===== src/rtl/pdc_pkg.sv =====
// Constants and types for the clock-multiplier divider configuration block
package pdc_pkg;

  // Register indices as printed; byte address is four times the index
  localparam logic [7:0]  IDX_REF_LOW  = 8'h54;
  localparam logic [7:0]  IDX_OUT_REFH = 8'h55;
  localparam logic [7:0]  IDX_FB_LOW   = 8'h56;
  localparam logic [7:0]  IDX_FB_HIGH  = 8'h57;
  localparam logic [7:0]  IDX_ENABLE   = 8'h59;
  localparam int          ADDR_W       = 12;
  localparam logic [11:0] ADDR_REF_LOW  = {2'b00, IDX_REF_LOW, 2'b00};
  localparam logic [11:0] ADDR_OUT_REFH = {2'b00, IDX_OUT_REFH, 2'b00};
  localparam logic [11:0] ADDR_FB_LOW   = {2'b00, IDX_FB_LOW, 2'b00};
  localparam logic [11:0] ADDR_FB_HIGH  = {2'b00, IDX_FB_HIGH, 2'b00};
  localparam logic [11:0] ADDR_ENABLE   = {2'b00, IDX_ENABLE, 2'b00};

  // Values after power-on reset
  localparam logic [7:0] RST_REF_LOW  = 8'h00;
  localparam logic [7:0] RST_OUT_REFH = 8'h48;
  localparam logic [7:0] RST_FB_LOW   = 8'h78;
  localparam logic [7:0] RST_FB_HIGH  = 8'h40;
  localparam logic [7:0] RST_ENABLE   = 8'h41;

  // Field positions
  localparam int OUTDIV_LSB   = 4;
  localparam int REFH_MSB     = 1;
  localparam int FBH_MSB      = 3;
  localparam int REF_EN_BIT   = 4;
  localparam logic [7:0] ENABLE_RD_MASK = 8'h7F;

  // Divider widths and special codes
  localparam int RATIO_W = 12;
  localparam logic [9:0]  REF_CODE_UNSUPPORTED = 10'h002;
  localparam logic [11:0] RATIO_ONE            = 12'h0001;
  localparam logic [11:0] RST_FB_CODE          = {RST_FB_HIGH[3:0], RST_FB_LOW};

  // One-hot register selector
  typedef enum logic [5:0] {
    PDC_SEL_NONE = 6'b00_0001,
    PDC_SEL_REFL = 6'b00_0010,
    PDC_SEL_OREF = 6'b00_0100,
    PDC_SEL_FBL  = 6'b00_1000,
    PDC_SEL_FBH  = 6'b01_0000,
    PDC_SEL_EN   = 6'b10_0000
  } pdc_sel_t;

  // Applied division ratios of the three dividers
  typedef struct packed {
    logic [RATIO_W-1:0] out_ratio;
    logic [RATIO_W-1:0] fb_ratio;
    logic [RATIO_W-1:0] ref_ratio;
  } pdc_ratio_t;

endpackage


===== src/rtl/pdc_divider_config.sv =====
// APB register file and clock dividers for the multiplier's reference, feedback and output paths
//
// Operation
// Reference clock divided before phase detector
// Reference divisor ten bits, split over two
// Codes 3 to 1023 divide by code
// Codes zero and one pass undivided
// Software never writes divisor two
// Software sets enable for divisor effect
// Enable clear bypasses reference divider
// Oscillator divided by prescale in feedback
// Prescale twelve bits, split over two
// Prescale zero undivided, else divide by code
// Prescale resets to 120
// Output divider code zero undivided, else code
// Software keeps reserved bits at reset values
// Split divisors commit after both halves written
`timescale 1ns/1ns
module pdc_divider_config (
  // Clock and reset
  input  wire logic        pclk,
  input  wire logic        presetn,
  // APB slave
  input  wire logic [11:0] paddr,
  input  wire logic        psel,
  input  wire logic        penable,
  input  wire logic        pwrite,
  input  wire logic [31:0] pwdata,
  output logic      [31:0] prdata,
  output logic             pready,
  output logic             pslverr,
  // Undivided clocks from pins
  input  wire logic        ref_clk_in,
  input  wire logic        osc_clk_in,
  input  wire logic        mult_clk_in,
  // Divided clocks
  output logic             ref_div_clk,
  output logic             fb_div_clk,
  output logic             out_div_clk
);

  // Selector decode shared by read and write paths
  function automatic pdc_pkg::pdc_sel_t sel_of(input logic [11:0] a);
    if (a == pdc_pkg::ADDR_REF_LOW) begin
      sel_of = pdc_pkg::PDC_SEL_REFL;
    end else if (a == pdc_pkg::ADDR_OUT_REFH) begin
      sel_of = pdc_pkg::PDC_SEL_OREF;
    end else if (a == pdc_pkg::ADDR_FB_LOW) begin
      sel_of = pdc_pkg::PDC_SEL_FBL;
    end else if (a == pdc_pkg::ADDR_FB_HIGH) begin
      sel_of = pdc_pkg::PDC_SEL_FBH;
    end else if (a == pdc_pkg::ADDR_ENABLE) begin
      sel_of = pdc_pkg::PDC_SEL_EN;
    end else begin
      sel_of = pdc_pkg::PDC_SEL_NONE;
    end
  endfunction

  // Code to ratio: zero means undivided, anything else divides by itself
  function automatic logic [11:0] ratio_of(input logic [11:0] code);
    ratio_of = (code == 12'h0000) ? pdc_pkg::RATIO_ONE : code;
  endfunction

  pdc_pkg::pdc_sel_t   sel;
  logic                setup;
  logic                wr_go;
  logic [7:0]          ref_low_q;
  logic [7:0]          out_refh_q;
  logic [7:0]          fb_low_q;
  logic [7:0]          fb_high_q;
  logic [7:0]          enable_q;
  logic [1:0]          ref_half_q;
  logic [1:0]          fb_half_q;
  logic [1:0]          ref_half_d;
  logic [1:0]          fb_half_d;
  logic [9:0]          ref_code_q;
  logic [11:0]         fb_code_q;
  logic [9:0]          ref_new;
  logic [11:0]         fb_new;
  logic                ref_commit;
  logic                fb_commit;
  logic                pready_q;
  logic [31:0]         prdata_q;
  logic                pslverr_q;
  logic [7:0]          rd_byte;
  pdc_pkg::pdc_ratio_t ratio;
  logic [11:0]         ratio_arr [3];
  logic [2:0]          clk_in;
  logic [2:0]          div_q;

  localparam logic [11:0] RATIO_ONE_L = pdc_pkg::RATIO_ONE;

  assign sel   = sel_of(paddr);
  assign setup = psel && penable && !pready_q;
  // A write lands only on the edge where pready is sampled high
  assign wr_go = psel && penable && pready_q && pwrite;

  // One wait state per transfer; read data captured with pready
  always_ff @(posedge pclk or negedge presetn) begin
    if (!presetn) begin
      pready_q  <= 1'b0;
      prdata_q  <= 32'h0000_0000;
      pslverr_q <= 1'b0;
    end else begin
      pready_q  <= setup;
      pslverr_q <= setup && (sel == pdc_pkg::PDC_SEL_NONE);
      if (setup) begin
        prdata_q <= {24'h00_0000, rd_byte};
      end
    end
  end

  // Read mux; unmapped and unimplemented bits read zero
  always_comb begin
    if (sel == pdc_pkg::PDC_SEL_REFL) begin
      rd_byte = ref_low_q;
    end else if (sel == pdc_pkg::PDC_SEL_OREF) begin
      rd_byte = out_refh_q;
    end else if (sel == pdc_pkg::PDC_SEL_FBL) begin
      rd_byte = fb_low_q;
    end else if (sel == pdc_pkg::PDC_SEL_FBH) begin
      rd_byte = fb_high_q;
    end else if (sel == pdc_pkg::PDC_SEL_EN) begin
      rd_byte = enable_q & pdc_pkg::ENABLE_RD_MASK;
    end else begin
      rd_byte = 8'h00;
    end
  end

  // Byte registers; reserved bits stored as written, software keeps them
  always_ff @(posedge pclk or negedge presetn) begin
    if (!presetn) begin
      ref_low_q  <= pdc_pkg::RST_REF_LOW;
      out_refh_q <= pdc_pkg::RST_OUT_REFH;
      fb_low_q   <= pdc_pkg::RST_FB_LOW;
      fb_high_q  <= pdc_pkg::RST_FB_HIGH;
      enable_q   <= pdc_pkg::RST_ENABLE;
    end else if (wr_go) begin
      if (sel == pdc_pkg::PDC_SEL_REFL) begin
        ref_low_q <= pwdata[7:0];
      end else if (sel == pdc_pkg::PDC_SEL_OREF) begin
        out_refh_q <= pwdata[7:0];
      end else if (sel == pdc_pkg::PDC_SEL_FBL) begin
        fb_low_q <= pwdata[7:0];
      end else if (sel == pdc_pkg::PDC_SEL_FBH) begin
        fb_high_q <= pwdata[7:0];
      end else if (sel == pdc_pkg::PDC_SEL_EN) begin
        enable_q <= pwdata[7:0];
      end
    end
  end

  // Half-written tracking: a pair commits once both bytes have landed
  always_comb begin
    ref_half_d = ref_half_q;
    fb_half_d  = fb_half_q;
    if (wr_go && sel == pdc_pkg::PDC_SEL_REFL) begin
      ref_half_d[0] = 1'b1;
    end
    if (wr_go && sel == pdc_pkg::PDC_SEL_OREF) begin
      ref_half_d[1] = 1'b1;
    end
    if (wr_go && sel == pdc_pkg::PDC_SEL_FBL) begin
      fb_half_d[0] = 1'b1;
    end
    if (wr_go && sel == pdc_pkg::PDC_SEL_FBH) begin
      fb_half_d[1] = 1'b1;
    end
  end

  assign ref_commit = &ref_half_d;
  assign fb_commit  = &fb_half_d;
  // New pair values, taking the byte being written this cycle
  assign ref_new = {(wr_go && sel == pdc_pkg::PDC_SEL_OREF) ? pwdata[pdc_pkg::REFH_MSB:0]
                                                          : out_refh_q[pdc_pkg::REFH_MSB:0],
                    (wr_go && sel == pdc_pkg::PDC_SEL_REFL) ? pwdata[7:0] : ref_low_q};
  assign fb_new  = {(wr_go && sel == pdc_pkg::PDC_SEL_FBH) ? pwdata[pdc_pkg::FBH_MSB:0]
                                                         : fb_high_q[pdc_pkg::FBH_MSB:0],
                    (wr_go && sel == pdc_pkg::PDC_SEL_FBL) ? pwdata[7:0] : fb_low_q};

  // Applied divisor codes; reference code two is ignored so the old ratio stays
  always_ff @(posedge pclk or negedge presetn) begin
    if (!presetn) begin
      ref_half_q <= 2'b00;
      fb_half_q  <= 2'b00;
      ref_code_q <= {pdc_pkg::RST_OUT_REFH[1:0], pdc_pkg::RST_REF_LOW};
      fb_code_q  <= pdc_pkg::RST_FB_CODE;
    end else begin
      ref_half_q <= ref_commit ? 2'b00 : ref_half_d;
      fb_half_q  <= fb_commit ? 2'b00 : fb_half_d;
      if (ref_commit && ref_new != pdc_pkg::REF_CODE_UNSUPPORTED) begin
        ref_code_q <= ref_new;
      end
      if (fb_commit) begin
        fb_code_q <= fb_new;
      end
    end
  end

  // Ratio selection; enable clear bypasses the reference divider
  assign ratio.ref_ratio = enable_q[pdc_pkg::REF_EN_BIT] ? ratio_of({2'b00, ref_code_q})
                                                         : pdc_pkg::RATIO_ONE;
  assign ratio.fb_ratio  = ratio_of(fb_code_q);
  assign ratio.out_ratio = ratio_of({8'h00, out_refh_q[7:pdc_pkg::OUTDIV_LSB]});
  assign ratio_arr[0] = ratio.ref_ratio;
  assign ratio_arr[1] = ratio.fb_ratio;
  assign ratio_arr[2] = ratio.out_ratio;
  assign clk_in = {mult_clk_in, osc_clk_in, ref_clk_in};

  // Dividers: pins sampled at pclk, so inputs must stay below half its rate.
  // Output is high for the input's high phase once every ratio rising edges.
  for (genvar i = 0; i < 3; i++) begin : g_div
    logic [2:0]  sync_q;
    logic [11:0] cnt_q;
    logic        out_q;
    logic        rise;

    assign rise     = sync_q[1] && !sync_q[2];
    assign div_q[i] = out_q;

    // Two-flop synchroniser, third flop for edge detect
    always_ff @(posedge pclk or negedge presetn) begin
      if (!presetn) begin
        sync_q <= 3'b000;
      end else begin
        sync_q <= {sync_q[1:0], clk_in[i]};
      end
    end

    // Edge counter wraps at ratio; a count at or above a lowered ratio wraps at the next edge
    always_ff @(posedge pclk or negedge presetn) begin
      if (!presetn) begin
        cnt_q <= 12'h000;
        out_q <= 1'b0;
      end else begin
        if (rise) begin
          cnt_q <= (cnt_q >= ratio_arr[i] - RATIO_ONE_L) ? 12'h000 : cnt_q + RATIO_ONE_L;
        end
        // Only the zero count opens a pulse, so one pulse per ratio edges
        out_q <= sync_q[1] && (rise ? (cnt_q == 12'h000) : out_q);
      end
    end
  end

  assign prdata      = prdata_q;
  assign pready      = pready_q;
  assign pslverr     = pslverr_q;
  assign ref_div_clk = div_q[0];
  assign fb_div_clk  = div_q[1];
  assign out_div_clk = div_q[2];

  // Checks
  property p_ready_one;
    @(posedge pclk) disable iff (!presetn) setup |=> pready_q ##1 !pready_q;
  endproperty
  a_ready_one: assert property (p_ready_one) else $error("pready not a single cycle after setup");

  property p_bypass;
    @(posedge pclk) disable iff (!presetn) !enable_q[pdc_pkg::REF_EN_BIT] |-> ratio.ref_ratio == 12'h001;
  endproperty
  a_bypass: assert property (p_bypass) else $error("reference divider not bypassed");

  property p_ref_low;
    @(posedge pclk) disable iff (!presetn) ref_code_q <= 10'h001 |-> ratio.ref_ratio == 12'h001;
  endproperty
  a_ref_low: assert property (p_ref_low) else $error("codes zero and one must pass through");

  property p_ref_code;
    @(posedge pclk) disable iff (!presetn)
      enable_q[pdc_pkg::REF_EN_BIT] && ref_code_q >= 10'h003 |-> ratio.ref_ratio == {2'b00, ref_code_q};
  endproperty
  a_ref_code: assert property (p_ref_code) else $error("reference ratio differs from code");

  property p_ref_two;
    @(posedge pclk) disable iff (!presetn) ref_commit && ref_new == 10'h002 |=> $stable(ref_code_q);
  endproperty
  a_ref_two: assert property (p_ref_two) else $error("divisor two changed the division");

  property p_fb_ratio;
    @(posedge pclk) disable iff (!presetn)
      ratio.fb_ratio == ((fb_code_q == 12'h000) ? 12'h001 : fb_code_q);
  endproperty
  a_fb_ratio: assert property (p_fb_ratio) else $error("prescale ratio wrong");

  property p_half;
    @(posedge pclk) disable iff (!presetn)
      wr_go && sel == pdc_pkg::PDC_SEL_FBL && !fb_half_q[1] |=> $stable(fb_code_q) && fb_half_q == 2'b01;
  endproperty
  a_half: assert property (p_half) else $error("prescale applied after one half");

  property p_fb_reset;
    @(posedge pclk) $rose(presetn) |-> fb_code_q == 12'h078;
  endproperty
  a_fb_reset: assert property (p_fb_reset) else $error("prescale reset value not 120");

  property p_out_ratio;
    @(posedge pclk) disable iff (!presetn)
      out_refh_q[7:4] == 4'h0 |-> ratio.out_ratio == 12'h001;
  endproperty
  a_out_ratio: assert property (p_out_ratio) else $error("output code zero not undivided");

  property p_div_gap;
    @(posedge pclk) disable iff (!presetn) div_q[1] |-> $past(g_div[1].sync_q[1]);
  endproperty
  a_div_gap: assert property (p_div_gap) else $error("feedback divider high while input low");

endmodule


===== config.mk =====
export PLATFORM = sky130hd
export DESIGN_NAME = pdc_divider_config
export DESIGN_NICKNAME = d
export VERILOG_FILES = /design/src/rtl/pdc_pkg.sv /design/src/rtl/pdc_divider_config.sv
export SDC_FILE = /design/constraint.sdc
export NUM_CORES = 1
export LEC_CHECK = 0
export ABC_AREA = 1
export BUFFER_PORTS_ARGS = -buffer_cell sky130_fd_sc_hd__buf_4
export CAP_MARGIN = 30
export CORE_ASPECT_RATIO = 1.2
export CORE_MARGIN = 4
export CORE_UTILIZATION = 60
export DETAILED_ROUTE_END_ITERATION = 16
export PLACE_DENSITY_LB_ADDON = 0.3
export RECOVER_POWER = 50
export SYNTH_ARGS = -nofsm -noshare
export SYNTH_HDL_FRONTEND = slang
export SYNTH_SLANG_ARGS = --single-unit
export TNS_END_PERCENT = 20

===== constraint.sdc =====
create_clock -name pclk -period 5.1 [get_ports pclk]
set_clock_uncertainty 0.05 [all_clocks]
set_input_delay 0.765 -clock pclk [delete_from_list [all_inputs] [get_ports pclk]]
set_output_delay 0.765 -clock pclk [all_outputs]
set_load 0.05 [all_outputs]

==> summary.txt, run 1 <==
Logic synthesis
  • Synth Area per Inst: 7.98 µm²
  • YS warnings: 0
  • Sequential area share after synthesis: between 40 and 50%
  • Count leader, synth: nand2_1
  • Mux contribution to synthesized area: 0%
  • Cell variety after synth: 41
  • Post-Synth Adder-Cell Area: 7.99%
  • Top cells by count, synth: nand2_1 (223), dfrtp_1 (110), inv_1 (106)
  • Primary FF master, synth: dfrtp_1
  • Number of enable flip-flop cells after synthesis: 0
  • Largest cells by area after synthesis: dfrtp_1 (39%), nand2_1 (12%), ha_1 (8.0%), inv_1 (5.6%), dfstp_2 (4.8%)
  • Post-synthesis async set-or-reset flop share: 100%
  • Largest family of logic cells by synthesized area: simple AND/OR/NAND/NOR gates
  • Post-synthesis xor/xnor area fraction: between 3 and 4%
  • Post-synth top area share: roughly 39%
  • Syn Inst Count: 883
  • Synthesized flop and latch total: roughly 120
  • Post-synthesis compound-gate area fraction: 8.68%
  • Mapped cell area: 7050 µm²
  • Post-synth top area cell: dfrtp_1
  • Simple-gate share of the synthesized area: about a quarter

Finish
  • Fin nets: 1028
  • Fill cell total of the finished layout: roughly 960
  • Register Area: 3090 µm²
  • Fraction of layout cells with a size suffix above 1: 11.2%
  • Area grow syn2layout: 13.8%
  • Ant. Diodes: 0
  • Multi-input logic area: 3370 µm²
  • Design area: 8020 µm²

Clock tree
  • H-tree Lvls: 4
  • Cts repair resizes: 0
  • Root buffer cell: clkbuf_16
  • # Post-CTS Setup Buffers: 0
  • TritonCTS clock tree: yes
  • Reg clk slew, reported paths: 0.06 ns
  • Max clock buf depth: 2
  • Clock Sinks: between 100 and 150
  • CTS hold repair buffers: 0
  • Later-pin clock latency in the skew report: 0.42 ns
  • TritonCTS Buffers: 17

Setup path
  • Critical Path End Type: flop
  • Worst path cell trace: o31ai_1, nor2_1, ha_1, nand3_1, nor3_1, nand3_1, a21oi_1, nand2_1, ha_1, nand2_1, nor2_1, nand3_1, nand4_1, nand2_1, inv_1, nor2_1
  • Crit path max fanout: 14
  • CP Data Required Time: 5.34 ns
  • Critical path's slowest cell: dfrtp_1
  • CP Launch Type: flop
  • Crit path buffers/inverters: 1
  • Crit-path max cell delay: 0.61 ns
  • Worst path arrival time: 3.67 ns
  • Critical path class: reg -> reg
  • Top delay family on crit path: simple AND/OR/NAND/NOR gates

Floorplanning
  • Ports: 89
  • Die span in x: 107 µm
  • Rows: 43
  • Core Box Area: approximately 12000 µm²
  • Die area: 13500 µm²
  • Starting Density: 61.2%
  • Die H: 127 µm

Drt
  • Final ANT Viol Nets: 0
  • Drt via density: 5.29
  • DRC violation total after the first TritonRoute iteration: 310
  • DRC: 0
  • Total number of vias: ~5800
  • Final WL: 14800 µm
  • Router iterations before antenna repair: 5
  • WL/cell: approximately 13 µm

Global routing
  • Vias in the first global route: 5575
  • GRT Util Overall: about a quarter
  • Initial antenna violation count: 0
  • Global-route wire length before repair: 25400 µm
  • Total grt overflow: 0
  • Pin count of the biggest net entering global routing: 49

Timing
  • Max Fclk: 0.292 GHz
  • Worst-margin pin slew: 2.49 ns
  • Final setup violation count: 0
  • RSZ-0062 raised after global routing: false
  • Final hold vios: 0
  • Final Slew Violations: 49
  • Final critical-path required period: 3.43 ns
  • Tcrit/Tclk final: between 60% and 70%
  • Slew HR: -65.8%
  • Total negative slack: 0 ns

Worst hold path
  • Hold Path Class: reg -> reg

Outcome
  • Violations in the final reports: max-capacitance violations, max-slew violations
  • Status: finished with violations

Power and ir drop
  • Power per cell area: 315 nW/µm²
  • Peak supply drop: 220 µV
  • Pleak: between 0.004 and 0.005 µW

Placement
  • Post-DP Area: 7400 µm²
  • Dpl hpwl: 10900 µm
  • I/O Buffers: 40
  • RePlAce Congestion: between 0.8 and 0.9

Job
  • Max Cap Violations: 1
-- per-stage QoR --
stage	utilization [%]	hold WS, ns	instances	setup WS, ns	power, µW
after floorplan	-	0.281	906	2.14	1200
after global placement	64.3	0.282	1069	1.73	1260
after detailed placement	64.3	0.291	1069	1.68	1270
after CTS	69.7	0.300	1101	1.68	2550
after global routing	69.7	0.309	1101	1.20	2620
final	69.7	0.296	1101	1.67	2530
-- metal layers --
metal / vias up / GRT usage [%] / wire length (µm)
met5: - / 0 / 0
li1: 2907 / - / -
met2: 124 / 39.5 / 7600
met4: 0 / 10.2 / 405
met1: 2764 / 29.6 / 6280
met3: 30 / 4.22 / 555
-- layout by cell type, fill, tap and decap left out, types with 6 or more instances in the layout --
cell type,netlist,final
a21oi_1,44,44
buf_4,26,35
clkbuf_16,0,17
conb_1,1,24
dfrtp_1,110,110
dfstp_2,13,13
ha_1,45,45
inv_1,106,106
inv_2,6,6
nand2_1,223,223
nand3_1,51,51
nand4_1,20,20
nor2_1,86,86
nor3_1,12,12
nor4_1,11,11
o21ai_0,40,40
o21ai_1,6,6
xnor2_1,8,8
xor2_1,22,22
-- registers in the layout, summed over array words and instances, names as in the netlist, 9 cells and up --
name,flops
fb_code_q,12
g_div.cnt_q,36
ref_code_q,10
g_div.sync_q,9
-- area by class of cell --
| type | instances | area share, % |
|---|---|---|
| Clock inverter | 10 | 2.06 |
| Tap cell | 157 | 2.45 |
| Multi-Input combinational cell | 633 | 42.0 |
| Timing Repair Buffer | 42 | 3.82 |
| Sequential cell | 123 | 38.6 |
| Inverter | 114 | 5.34 |
| Clock buffer | 22 | 5.79 |
-- logic make-up (layout without fill, tap and decap cells) --
| group | Yosys count | in the layout |
|---|---|---|
| flip-flops | 123 | 123 |
| buffers and inverters | 150 | 188 |
| XOR/XNOR | 30 | 30 |
| other | 1 | 24 |
| AO/OA/AOI/OAI | 111 | 111 |
| AND/OR/NAND/NOR | 423 | 423 |
| adder cells (fa/ha/maj) | 45 | 45 |
-- path summary, 6_finish.rpt --
path,startpoint,end,slack (ns),cells after the start
hold reg to reg,g_div[2].sync_q[0],g_div[2].sync_q[1],0.30,0
setup / recovery,enable_q[4],g_div[0].cnt_q[10],1.67,16
hold / removal,g_div[2].sync_q[0],g_div[2].sync_q[1],0.30,0
min in group asynchronous,presetn,out_div_clk,1.07,1
setup reg to reg,enable_q[4],g_div[0].cnt_q[10],1.67,16
max in group asynchronous,presetn,fb_low_q[1],1.94,2
-- power by group --
group	internal, µW	switching [µW]
combinational	62.6	171
sequential	999	19.7
clock	843	430
total	1900	621
Power figures use the tool's default switching activity.
==> run 2: changes to the inputs <==
--- a/config.mk
+++ b/config.mk
@@ -10,7 +10,7 @@
 export CAP_MARGIN = 30
 export CORE_ASPECT_RATIO = 1.2
 export CORE_MARGIN = 4
-export CORE_UTILIZATION = 60
+export CORE_UTILIZATION = 59
 export DETAILED_ROUTE_END_ITERATION = 16
 export PLACE_DENSITY_LB_ADDON = 0.3
 export RECOVER_POWER = 50
==> constraint.sdc (replaced) <==
create_clock -name pclk -period 3.2 [get_ports pclk]
set_clock_uncertainty 0.05 [all_clocks]
set_input_delay 0.48 -clock pclk [delete_from_list [all_inputs] [get_ports pclk]]
set_output_delay 0.48 -clock pclk [all_outputs]
set_load 0.05 [all_outputs]
==> summary.txt, run 2 (synthesis results as in run 1) <==
Finish
  • Register Area: 3090 µm²
  • Commonest cells after routing, fill and taps aside: nand2_1 (222), dfrtp_1 (110), inv_1 (103), nor2_1 (84), nand3_1 (51)
  • Max reg flops: 36
  • Area grow syn2layout: 15.0%
  • Biggest regs: g_div.cnt_q (36), fb_code_q (12), ref_code_q (10)
  • Fin nets: 1040
  • Cell Count, Final, Fillers Out: 1112
  • Fill cell total of the finished layout: 959
  • Fraction of layout cells with a size suffix above 1: 13.5%
  • Most common cell after layout, fill and taps aside: nand2_1
  • Multi-input logic area: 3420 µm²
  • Top reg by flops: g_div.cnt_q
  • Final core utilization: 69.7%
  • Ant. Diodes: 0

Floorplanning
  • Ports: 89
  • Die H: around 130 µm
  • Starting Density: around three fifths
  • Core Box Area: 11600 µm²
  • Die area: 13800 µm²
  • Rows: between 40 and 50
  • Die span in x: 108 µm

Setup path
  • CP Data Required Time: 3.48 ns
  • Worst setup path startpoint: fb_code_q[4]
  • Worst path arrival time: 3.27 ns
  • Crit path max fanout: 8
  • Register-to-register setup slack: 0.20 ns
  • Critical path class: reg -> reg
  • FF-to-FF Start: fb_code_q[4]
  • Critical Path End Type: flop
  • CP Launch Type: flop

Global routing
  • Pin count of the biggest net entering global routing: 124
  • Global-route wire length before repair: 25300 µm
  • GRT Util Overall: 23.1%
  • Initial antenna violation count: 0
  • Vias in the first global route: about 5500
  • Total grt overflow: 0

Drt
  • DR WL met3: approximately 620 µm
  • Final WL: 14900 µm
  • Met1 WL: 6300 µm
  • Total number of vias: 5759
  • WL/cell: 13.4 µm
  • Final ANT Viol Nets: 0
  • DRC: 0
  • DR top layer: met4
  • Router iterations before antenna repair: 5
  • Wire length on met2: roughly 7700 µm
  • Drt via density: a little over 5
  • DRC violation total after the first TritonRoute iteration: 352

Power and ir drop
  • Power per cell area: 472 nW/µm²
  • Peak supply drop: 499 µV
  • Tot Pwr: between 3000 and 4000 µW
  • Pleak: 0.00416 µW

Placement
  • I/O Buffers: 40
  • RePlAce Congestion: 0.891
  • Number of placed instances, taps included: 1077
  • Dpl hpwl: 10900 µm

Timing
  • Total negative slack: 0 ns
  • Worst-margin pin slew: 2.68 ns
  • Max Fclk: between 0.3 and 0.4 GHz
  • Final hold vios: 0
  • Tcrit/Tclk final: 93.6%
  • Slew HR: -78.5%
  • Final setup violation count: 0
  • Final Slew Violations: approximately 120
  • Final critical-path required period: roughly 3 ns

Worst hold path
  • Hold Path Class: in -> reg
  • Hold Crit Start: osc_clk_in

Clock tree
  • H-tree Lvls: 4
  • CTS hold repair buffers: 0
  • Max clock buf depth: 2
  • TritonCTS clock tree: yes
  • Reg clk slew, reported paths: 0.05 ns
  • Later-pin clock latency in the skew report: 0.41 ns
  • TritonCTS Buffers: 17
  • Clock Sinks: 123
  • Root buffer cell: clkbuf_16

Outcome
  • Status: finished with violations
  • Violations in the final reports: max-capacitance violations, max-slew violations

Job
  • Max Cap Violations: 1
-- run 2: changes by cell type in the layout (fill, tap and decap cells not counted), moves of 3 or more --
cell | before | now
clkinv_2 | 1 | 4
buf_4 | 35 | 50
ha_1 | 45 | 42
inv_1 | 106 | 103
-- run 2: repair_timing --
item	in CTS	in global routing
setup endpoints to repair	0	20
setup buffers	0	4
resized for setup	0	14
-- run 2: final timing paths --
kind,end,cells past startpoint
setup reg to reg,g_div[1].cnt_q[9],17
hold reg to reg,g_div[1].sync_q[1],0
hold / removal,g_div[1].sync_q[0],1
max in group asynchronous,enable_q[5],2
min in group asynchronous,g_div[2].cnt_q[5],2
setup / recovery,g_div[1].cnt_q[9],17
-- run 2: where the power goes --
group / switching, µW / total [µW] / leakage, µW / internal [µW]
Combinational: 270 / 372 / 0.00230 / 102
Sequential: 31.2 / 1620 / 0.00159 / 1590
Clock: 653 / 1830 / 0.000277 / 1180
Total: 954 / 3820 / 0.00416 / 2870
-- run 2: stage by stage --
stage	area (µm²)	setup slack, ns	hold WS (ns)
after floorplan	7130	0.238	0.134
final	8100	0.204	0.145
after global placement	7470	0.109	0.284
after global routing	8100	-0.0737	0.130
after CTS	8040	0.0176	0.107
after detailed placement	7470	0.0326	0.286
-- run 2: final cells by class --
cell class              instances  share of cell area, %
well taps                     157                   2.42
clock buffers                  23                   5.77
clock inverters                 8                   1.19
repair buffers                 54                   4.97
flip-flops and latches        123                   38.2
inverters                     114                   5.31
multi-input cells             633                   42.1
-- run 2: layer usage --
layer	GRT usage [%]	up-vias
li1	-	2931
met3	5.09	23
met4	7.65	0
met1	29.2	2678
met5	0	-
met2	39.3	127
-- run 2: critical path, stage by stage, from the launching register on --
cell and delay [ns]:
dfstp_2 0.56, nor2_1 0.07, nand2_1 0.12, nor4_1 0.06
nand2_1 0.05, nand2_1 0.09, inv_2 0.10, ha_4 0.14
nand2_1 0.11, nor4_2 0.29, xnor2_1 0.15, ha_1 0.24
nand2_1 0.10, o21a_1 0.14, nand4_1 0.20, nand2_2 0.19
inv_4 0.07, nor3b_1 0.17
